**config.mk**
```make
export PLATFORM = sky130hd
export DESIGN_NAME = sct_timer
export DESIGN_NICKNAME = d
export VERILOG_FILES = /design/src/sct_timer.v
export VERILOG_INCLUDE_DIRS = /design/src
export SDC_FILE = /design/constraint.sdc
export NUM_CORES = 2
export LEC_CHECK = 0
export BUFFER_PORTS_ARGS = -buffer_cell sky130_fd_sc_hd__buf_2
export CAP_MARGIN = 20
export CORE_MARGIN = 2
export CORE_UTILIZATION = 45
export DETAILED_ROUTE_END_ITERATION = 16
export MAX_ROUTING_LAYER = met4
export PLACE_DENSITY_LB_ADDON = 0.12
export SLEW_MARGIN = 20
export SYNTH_ARGS = -nofsm -noshare
export SYNTH_HDL_FRONTEND = slang
export SYNTH_SLANG_ARGS = --single-unit
```
**constraint.sdc**
```tcl
create_clock -name clk_sys -period 4.8 [get_ports clk_sys]
set_input_delay 0.48 -clock clk_sys [delete_from_list [all_inputs] [get_ports clk_sys]]
set_output_delay 0.48 -clock clk_sys [all_outputs]
set_load 0.005 [all_outputs]
```
**src/sct_regs.vh**
```
/*
 * register map, field positions, reset values and timing counts of the
 * six-channel timer unit.
 * assumes a 12-bit apb byte address and 32-bit data, one word per register.
 */
`ifndef SCT_REGS_VH
`define SCT_REGS_VH

`define SCT_AW 12
// lockout range of the control block
`define SCT_LOCK_LO 12'hE80
`define SCT_LOCK_HI 12'hEB1
// control block: channel n at LOCK_LO + n * CTL_STRIDE
`define SCT_CTL_STRIDE 12'h008
`define SCT_CTL_OFS 12'h000
`define SCT_IO_OFS 12'h004
// data block: channel n at DATA_BASE + n * DATA_STRIDE
`define SCT_DATA_BASE 12'hF00
`define SCT_DATA_STRIDE 12'h020
`define SCT_CNT_OFS 12'h000
`define SCT_GR_OFS 12'h004
`define SCT_IEN_OFS 12'h014
`define SCT_STAT_OFS 12'h018
// common registers
`define SCT_START_ADDR 12'hEC0
`define SCT_SYNC_ADDR 12'hEC4
`define SCT_SYS2_ADDR 12'hEC8
// counter control fields
`define SCT_CLR_HI 7
`define SCT_CLR_LO 5
`define SCT_EDGE_HI 4
`define SCT_EDGE_LO 3
`define SCT_CSEL_HI 2
`define SCT_CSEL_LO 0
`define SCT_CTL_RST 8'h00
// mode bits
`define SCT_MODE_PHASE 0
`define SCT_MODE_PWM 1
// status / enable bits: 0..3 general a..d, 4 overflow, 5 underflow
`define SCT_ST_OVF 4
`define SCT_ST_UNF 5
// io codes per general register
`define SCT_IO_OFF 2'h0
`define SCT_IO_CMP 2'h1
`define SCT_IO_CAPR 2'h2
`define SCT_IO_CAPB 2'h3
// input filter depth in clocks before a pin change is seen
`define SCT_SYNC_STAGES 3

`endif

```
**src/sct_timer.v**
```verilog
/*
 * six-channel 16-bit timer: apb register file, external clock and
 * quadrature inputs, capture/compare/pwm pins, clear sources, interrupt.
 * assumes an apb master on clk_sys and asynchronous pins that are
 * filtered here; the pad ring resolves each pin from out and oe.
 */
// Design decisions made here: register access over APB and the placing of the registers.
`timescale 1ns/1ps
`include "sct_regs.vh"

module sct_timer (
    // clock and reset
    input wire clk_sys,
    input wire srst,
    // apb slave
    input wire psel,
    input wire penable,
    input wire pwrite,
    input wire [`SCT_AW-1:0] paddr,
    input wire [31:0] pwdata,
    output reg [31:0] prdata,
    output wire pready,
    output wire pslverr,
    // external clock pins
    input wire ext_clock_in_a,
    input wire ext_clock_in_b,
    input wire ext_clock_in_c,
    input wire ext_clock_in_d,
    // capture/compare pins, channel n at bits 4n..4n+3 (a..d)
    input wire [23:0] cc_pin_in,
    output wire [23:0] cc_pin_out,
    output wire [23:0] cc_pin_oe,
    // interrupt
    output wire irq
);

    ////////////////////////////////////////////////////////////////////
    // apb decode

    wire acc = psel & penable;
    wire in_lock = (paddr >= `SCT_LOCK_LO) && (paddr <= `SCT_LOCK_HI);
    reg flash_iface_select_q;
    wire blocked = flash_iface_select_q & in_lock;
    wire wr = acc & pwrite & ~blocked;
    wire rd = acc & ~pwrite & ~blocked;
    wire [5:0] ch_hit;
    wire [191:0] ch_rdata;
    wire [5:0] ch_irq;
    wire [5:0] own_clr;
    reg [5:0] common_count_start_q;
    reg [5:0] common_sync_select_q;
    wire com_hit = (paddr == `SCT_START_ADDR) || (paddr == `SCT_SYNC_ADDR) || (paddr == `SCT_SYS2_ADDR);

    // zero wait states keep the access phase one cycle long
    assign pready = 1'b1;
    assign pslverr = acc & (blocked | ~(com_hit | (|ch_hit)));
    assign irq = |ch_irq;

    reg [31:0] rdata_d;
    always @* begin
        rdata_d = 32'h00000000;
        if (!blocked) begin
            if (paddr == `SCT_START_ADDR)
                rdata_d = {26'h0000000, common_count_start_q};
            else if (paddr == `SCT_SYNC_ADDR)
                rdata_d = {26'h0000000, common_sync_select_q};
            else if (paddr == `SCT_SYS2_ADDR)
                rdata_d = {31'h00000000, flash_iface_select_q};
            else
                rdata_d = ch_rdata[31:0] | ch_rdata[63:32] | ch_rdata[95:64] |
                          ch_rdata[127:96] | ch_rdata[159:128] | ch_rdata[191:160];
        end
    end

    // read data is taken in the setup phase: the port comes from a flop
    // and the access phase still needs no wait state
    always @(posedge clk_sys) begin
        if (srst)
            prdata <= 32'h00000000;
        else if (psel & ~penable)
            prdata <= rdata_d;
    end

    // common registers shared by every channel
    always @(posedge clk_sys) begin
        if (srst) begin
            common_count_start_q <= 6'h00;
            common_sync_select_q <= 6'h00;
            flash_iface_select_q <= 1'b0;
        end else if (wr) begin
            if (paddr == `SCT_START_ADDR)
                common_count_start_q <= pwdata[5:0];
            if (paddr == `SCT_SYNC_ADDR)
                common_sync_select_q <= pwdata[5:0];
            // the select bit itself sits outside the locked range
            if (paddr == `SCT_SYS2_ADDR)
                flash_iface_select_q <= pwdata[0];
        end
    end

    ////////////////////////////////////////////////////////////////////
    // pin filter: a change counts once stages two and three agree

    wire [27:0] pin_raw = {ext_clock_in_d, ext_clock_in_c, ext_clock_in_b, ext_clock_in_a, cc_pin_in};
    reg [27:0] s1_q, s2_q, s3_q, flt_q, fltp_q;
    wire [27:0] flt_d = (~(s2_q ^ s3_q) & s3_q) | ((s2_q ^ s3_q) & flt_q);
    wire [27:0] rise = flt_q & ~fltp_q;
    wire [27:0] fall = ~flt_q & fltp_q;

    always @(posedge clk_sys) begin
        if (srst) begin
            s1_q <= 28'h0000000;
            s2_q <= 28'h0000000;
            s3_q <= 28'h0000000;
            flt_q <= 28'h0000000;
            fltp_q <= 28'h0000000;
        end else begin
            s1_q <= pin_raw;
            s2_q <= s1_q;
            s3_q <= s2_q;
            flt_q <= flt_d;
            fltp_q <= flt_q;
        end
    end

    ////////////////////////////////////////////////////////////////////
    // shared prescaler: /1 /4 /16 /64

    reg [5:0] pre_q;
    always @(posedge clk_sys) begin
        if (srst)
            pre_q <= 6'h00;
        else
            pre_q <= pre_q + 6'h01;
    end
    wire [3:0] pre_tick = {pre_q == 6'h3F, pre_q[3:0] == 4'hF, pre_q[1:0] == 2'h3, 1'b1};

    ////////////////////////////////////////////////////////////////////
    // channels

    genvar n, k;
    generate
        for (n = 0; n < 6; n = n + 1) begin : g_ch
            // four generals and split io control only on channels 0 and 3
            localparam NGR = (n == 0 || n == 3) ? 4 : 2;
            localparam PH = (n == 1 || n == 5) ? 1 : ((n == 2 || n == 4) ? 2 : 0);
            localparam integer CB = `SCT_LOCK_LO + n * `SCT_CTL_STRIDE;
            localparam integer DB = `SCT_DATA_BASE + n * `SCT_DATA_STRIDE;
            localparam [11:0] CBASE = CB[11:0];
            localparam [11:0] DBASE = DB[11:0];

            reg [7:0] ctl_q;
            reg [1:0] mode_q;
            reg [7:0] ioh_q, iol_q;
            reg [15:0] cnt_q;
            reg [63:0] gr_q;
            reg [5:0] ien_q, st_q;
            reg [3:0] out_q;
            wire [3:0] ev;
            wire [3:0] gr_cap;
            wire [15:0] io_all = {iol_q, ioh_q};

            wire a_ctl = paddr == CBASE + `SCT_CTL_OFS;
            wire a_io = paddr == CBASE + `SCT_IO_OFS;
            wire a_cnt = paddr == DBASE + `SCT_CNT_OFS;
            wire a_ien = paddr == DBASE + `SCT_IEN_OFS;
            wire a_st = paddr == DBASE + `SCT_STAT_OFS;
            wire [3:0] a_gr;
            wire [2:0] clr_src = ctl_q[`SCT_CLR_HI:`SCT_CLR_LO];
            wire [1:0] edge_sel = ctl_q[`SCT_EDGE_HI:`SCT_EDGE_LO];
            wire [2:0] csel = ctl_q[`SCT_CSEL_HI:`SCT_CSEL_LO];
            wire run = common_count_start_q[n];

            // clock source: external edges follow the edge field
            wire [1:0] ext_i = csel[1:0];
            wire ext_r = rise[24 + ext_i];
            wire ext_f = fall[24 + ext_i];
            wire ext_tick = edge_sel[1] ? (ext_r | ext_f) : (edge_sel[0] ? ext_f : ext_r);
            wire norm_tick = csel[2] ? ext_tick : pre_tick[csel[1:0]];

            // quadrature on a/b for ch1/5 and on c/d for ch2/4
            wire ph_on = (PH != 0) & mode_q[`SCT_MODE_PHASE];
            wire [4:0] pa = (PH == 2) ? 5'd26 : 5'd24;
            wire qa = flt_q[pa];
            wire qb = flt_q[pa + 5'd1];
            wire qap = fltp_q[pa];
            wire qbp = fltp_q[pa + 5'd1];
            wire q_step = (qa ^ qap) | (qb ^ qbp);
            wire q_up = qa ^ qbp;

            wire step = run & (ph_on ? q_step : norm_tick);
            wire up = ph_on ? q_up : 1'b1;
            wire ovf = step & up & (cnt_q == 16'hFFFF);
            wire unf = step & ~up & (cnt_q == 16'h0000);

            // clear source; bit 7 is reserved on two-general channels
            // only own sources feed the sync net, so channels never loop through each other
            wire sync_clr = |(own_clr & common_sync_select_q & ~(6'h01 << n));
            reg src_clr;
            always @* begin
                case (clr_src)
                    3'h1: src_clr = ev[0];
                    3'h2: src_clr = ev[1];
                    3'h5: src_clr = ev[2];
                    3'h6: src_clr = ev[3];
                    default: src_clr = 1'b0;
                endcase
            end
            wire sync_code = (clr_src[1:0] == 2'h3);
            wire clr = src_clr | (sync_code & common_sync_select_q[n] & sync_clr);
            assign own_clr[n] = src_clr;

            for (k = 0; k < 4; k = k + 1) begin : g_gr
                // a and b sit in the low io byte (ioh_q), c and d in the high one (iol_q)
                wire [1:0] io = io_all[2 * k + ((k >= 2) ? 4 : 0) +: 2];
                wire cap = (io == `SCT_IO_CAPB) ? (rise[4 * n + k] | fall[4 * n + k]) : rise[4 * n + k];
                assign gr_cap[k] = (k < NGR) & io[1] & cap;
                wire match = (k < NGR) & ~io[1] & step & (cnt_q == gr_q[16 * k +: 16]);
                assign ev[k] = gr_cap[k] | match;
                assign a_gr[k] = (k < NGR) && (paddr == DBASE + `SCT_GR_OFS + 4 * k);
                // pwm on pin a: high while the count is below general a
                wire pwm_pin = (k == 0) & mode_q[`SCT_MODE_PWM];
                assign cc_pin_oe[4 * n + k] = (k < NGR) & (pwm_pin | (io == `SCT_IO_CMP));
                assign cc_pin_out[4 * n + k] = out_q[k];
                always @(posedge clk_sys) begin
                    if (srst)
                        out_q[k] <= 1'b0;
                    else if (pwm_pin)
                        out_q[k] <= cnt_q < gr_q[15:0];
                    else if (match)
                        out_q[k] <= ~out_q[k];
                end
                always @(posedge clk_sys) begin
                    if (srst)
                        gr_q[16 * k +: 16] <= 16'h0000;
                    else if (wr & a_gr[k])
                        gr_q[16 * k +: 16] <= pwdata[15:0];
                    else if (gr_cap[k])
                        gr_q[16 * k +: 16] <= cnt_q;
                end
            end

            always @(posedge clk_sys) begin
                if (srst) begin
                    ctl_q <= `SCT_CTL_RST;
                    mode_q <= 2'h0;
                    ioh_q <= 8'h00;
                    iol_q <= 8'h00;
                    ien_q <= 6'h00;
                    st_q <= 6'h00;
                    cnt_q <= 16'h0000;
                end else begin
                    if (wr & a_ctl) begin
                        // counting while rewritten is not supported
                        ctl_q <= (NGR == 4) ? pwdata[7:0] : {1'b0, pwdata[6:0]};
                        mode_q <= pwdata[9:8];
                    end
                    if (wr & a_io) begin
                        ioh_q <= pwdata[7:0];
                        if (NGR == 4)
                            iol_q <= pwdata[15:8];
                    end
                    if (wr & a_ien)
                        ien_q <= pwdata[5:0];
                    // set wins over read-clear; only the bits returned are cleared,
                    // so an event between setup and access survives
                    st_q <= (st_q & ~((rd & a_st) ? prdata[5:0] : 6'h00)) | {unf, ovf, ev};
                    if (wr & a_cnt)
                        cnt_q <= pwdata[15:0];
                    else if (clr)
                        cnt_q <= 16'h0000;
                    else if (step)
                        cnt_q <= up ? cnt_q + 16'h0001 : cnt_q - 16'h0001;
                end
            end

            assign ch_irq[n] = |(st_q & ien_q);
            assign ch_hit[n] = a_ctl | a_io | a_cnt | a_ien | a_st | (|a_gr);
            assign ch_rdata[32 * n +: 32] =
                a_ctl ? {22'h000000, mode_q, ctl_q} :
                a_io ? {16'h0000, iol_q, ioh_q} :
                a_cnt ? {16'h0000, cnt_q} :
                a_ien ? {26'h0000000, ien_q} :
                a_st ? {26'h0000000, st_q} :
                a_gr[0] ? {16'h0000, gr_q[15:0]} :
                a_gr[1] ? {16'h0000, gr_q[31:16]} :
                a_gr[2] ? {16'h0000, gr_q[47:32]} :
                a_gr[3] ? {16'h0000, gr_q[63:48]} : 32'h00000000;
        end
    endgenerate

endmodule

```
==> impl_metrics.py <==
metrics = {
    "outcome": {
        "status": "finished, final reports clean",
    },
    "drt": {
        "detail-route-antenna-nets": 0,
        "wl_mm": 211,
        "wl_met2_mm": 86.7,
        "drtIter0Drc": 6193,
        "drcViolationCount": 0,
        "viasPerCell": 6.45,
        "wl_met3_mm": 23.3,
        "wl_per_cell_um": 31.9,
        "vias": 42600,
        "wl_met1_mm": 87.1,
        "top_layer": "met4",
        "dr.pass1.iters": 8,
    },
    "cells_and_area": {
        "nNetsFinal": 5632,
        "fin_cells": 6611,
        "fillerInstances": 8912,
        "drive_gt1_frac": 0.122,
        "syn_to_final_growth_pct": 14.2,
    },
    "pwr": {
        "seq_power_share": 0.446,
        "leakage_nw": 19.0,
        "p_int_mw": 9.84,
        "clockPowerShare": 0.515,
        "switchingPower_mw": 3.17,
        "cellPowerDensity_nw_per_um2": 274,
        "power_frac_comb": 0.039,
        "ir_worst_vdd_uv": 318,
        "swShare": 0.244,
    },
    "timing": {
        "rsz0062_at_grt": "no",
        "setup-violations-final": 0,
        "fin_setup_tns_ns": 0,
        "worst_pin_slew_ns": 1.21,
        "finalCritPeriodShare": 0.926,
        "slew_viol_final": 0,
        "min_period_ns": 4.45,
        "relSlewSlack": 0.191,
        "whs_ns": 0.0356,
        "timing.fmax_mhz": 225,
        "finClkSkew_ns": 0.0231,
        "finalHoldViolCount": 0,
    },
    "logic_synthesis": {
        "synthArstFlopShare": 0,
        "synth_edf_count": 0,
        "yosysSeqAreaShare": 0.334,
        "netlist_instances": 5228,
        "synth.distinct_cells": 98,
        "ys.flop_type": "dfxtp_1",
        "syn_area_um2": 41600,
        "synth-seq-cells": 695,
        "synth_area_per_cell_um2": 7.96,
        "yosys_warnings": 0,
    },
    "worst_setup_path": {
        "cp_max_fo": 21,
        "cp_slowest_cell": "and3_1",
        "cp.required_ns": 5.32,
        "crit_type": "reg2reg",
        "ff2ff_path_depth": 12,
        "end_kind": "register",
        "path_depth": 12,
        "path_buf_inv": 1,
        "cp_top_family": "compound AO/OA/AOI/OAI gates",
        "cp_data_arrival_time_ns": 4.97,
        "start_kind": "register",
        "slowest_delay_ns": 0.73,
        "path_cells": "inv_1, ha_1, mux4_2, a211o_1, o211a_2, nand3_1, a21oi_1, o211ai_2, a41o_1, and3_1, nor2b_1, nor3_1",
    },
    "cts": {
        "cts_buffers": 83,
        "cts_tree": "done",
        "clk_latency_ns": 0.69,
        "clock_sinks": 695,
        "clk_path_buf_depth": 3,
        "clkTransAtPathRegs_ns": 0.06,
        "cts_htree_levels": 3,
        "cts_resized": 0,
        "cts_root_buf": "clkbuf_16",
    },
    "floorplan": {
        "die_h_um": 308,
        "rows": 111,
        "io_pins": 160,
        "coreArea_um2": 91700,
        "dieArea_um2": 94900,
        "start_util": 0.454,
        "die_w_um": 308,
    },
    "place": {
        "dp.cells": 6440,
        "port_buffers": 102,
        "gp_congestion": 1.15,
        "dp_hpwl_mm": 156,
    },
    "global_routing": {
        "grt_max_degree": 104,
        "antenna_found_initial": 11,
        "grt_use_total": 0.448,
        "grt-ovfl-total": 0,
        "grt_pass1_wl_mm": 295,
        "grt_pass1_vias": 38800,
    },
    "run": {
        "maxCapViolCount": 0,
    },
    "min_path": {
        "worstHoldPathType": "in2reg",
        "min_path_cells": 2,
    },
}
-- cell usage in the layout (no fill, tap or decap), types with 33 or more instances in the layout --
| master | instances |
|---|---|
| buf_4 | 319 |
| xor2_1 | 91 |
| a22o_1 | 44 |
| dfxtp_1 | 695 |
| a21o_1 | 49 |
| nor3_1 | 80 |
| a221oi_1 | 67 |
| xnor2_1 | 152 |
| mux2i_1 | 193 |
| nand4_1 | 88 |
| nand2_1 | 627 |
| inv_1 | 213 |
| a22oi_1 | 103 |
| a2bb2oi_1 | 36 |
| nor2b_1 | 118 |
| o21ai_0 | 127 |
| a31oi_1 | 41 |
| a311oi_1 | 48 |
| a21oi_1 | 400 |
| clkbuf_16 | 86 |
| buf_2 | 101 |
| nor4_1 | 54 |
| o21a_1 | 36 |
| nor2_1 | 598 |
| ha_1 | 194 |
| a211oi_1 | 248 |
| nand3_1 | 112 |
| conb_1 | 33 |
-- layer usage --
metal,GRT usage,vias to the layer above
met2,0.627,2553
met5,-,-
li1,-,19000
met1,0.594,20600
met4,0.242,0
met3,0.102,510
-- cell families after synthesis --
group | after synthesis | synth area share
compound gates | 1413 | 0.238
other cells | 2 | 0.000181
fa+ha+maj | 198 | 0.0603
simple gates | 1817 | 0.197
mux | 210 | 0.0544
flops | 695 | 0.334
buf+inv | 650 | 0.0640
xor+xnor | 243 | 0.0512
-- power by group through the flow --
stage | sequential, mW | combinational, mW | clock, mW
2_1_floorplan | 5.93 | 0.248 | 0
3_3_place_gp | 5.93 | 0.473 | 0
3_5_place_dp | 5.93 | 0.471 | 0
4_1_cts | 5.80 | 0.483 | 6.74
5_1_grt | 5.80 | 0.508 | 6.97
6_report | 5.80 | 0.508 | 6.69
-- final timing paths --
path                             to  slack, ns          from
hold / removal              s1_q[0]       0.04  cc_pin_in[0]
setup reg to reg  g_ch[4].cnt_q[10]       0.35      register
hold reg to reg            s2_q[17]       0.43      s1_q[17]
setup / recovery  g_ch[4].cnt_q[10]       0.35      register
-- cell usage after synthesis, types with 21 or more instances --
cell,number,area (um^2)
a2bb2oi_1,36,315
a222oi_1,26,260
nand4_1,88,551
xnor2_1,152,1330
and3_1,28,175
nor2_1,598,2240
a21o_1,49,368
ha_1,194,2430
nor3_1,87,435
o21ai_0,127,636
nor2b_1,118,738
inv_1,214,803
mux2i_1,193,1930
o21a_1,36,270
a22o_1,44,385
a31oi_1,41,257
nor4_1,55,344
buf_4,36,270
nand2_1,628,2360
a21oi_1,400,2000
a221oi_1,67,587
a22oi_1,103,773
a211oi_1,249,1870
buf_1,49,184
a311oi_1,48,420
dfxtp_1,695,13900
o211ai_1,21,158
xor2_1,91,797
clkbuf_1,325,1220
nand3_1,112,561
-- cell type report --
type                            count  area, um^2  share of cell area
Clock inverter                     29         365             0.00769
Tap cell                         1186        1480              0.0312
Timing Repair Buffer              446        3240              0.0681
Multi-Input combinational cell   3914       25200               0.531
Clock buffer                      116        2460              0.0519
Sequential cell                   695       13900               0.293
Inverter                          217         815              0.0171
Antenna cell                        8        20.0            0.000421
-- per-stage QoR --
stage	cell area, um^2	utilization	worst slack [ns]	power, mW
2_1_floorplan	41700	-	1.41	6.17
3_3_place_gp	44500	0.485	0.592	6.40
3_5_place_dp	44500	0.485	0.535	6.40
4_1_cts	47500	0.518	0.522	13.0
5_1_grt	47500	0.518	0.184	13.3
6_report	47500	0.518	0.355	13.0
-- registers in the layout (all words and copies together) (netlist names), 20 cells and up, named ones only --
signal	count
g_ch.ioh_q	48
g_ch.ctl_q	44
fltp_q	20
g_ch.gr_q	256
g_ch.st_q	36
s2_q	20
g_ch.cnt_q	96
s1_q	20
s3_q	20
g_ch.ien_q	36
-- worst reg2reg max path: stages (launching register included) --
cell      delay (ns)
dfxtp_1         0.43
inv_1           0.09
ha_1            0.29
mux4_2          0.49
a211o_1         0.30
o211a_2         0.30
nand3_1         0.25
a21oi_1         0.12
o211ai_2        0.58
a41o_1          0.43
and3_1          0.73
nor2b_1         0.23
nor3_1          0.05
-- timing repair --
action	in CTS	in global routing
hold buffers	18	0
endpoints found under the hold margin	18	0
setup buffers	0	0
(Power assumes the default switching activity.)
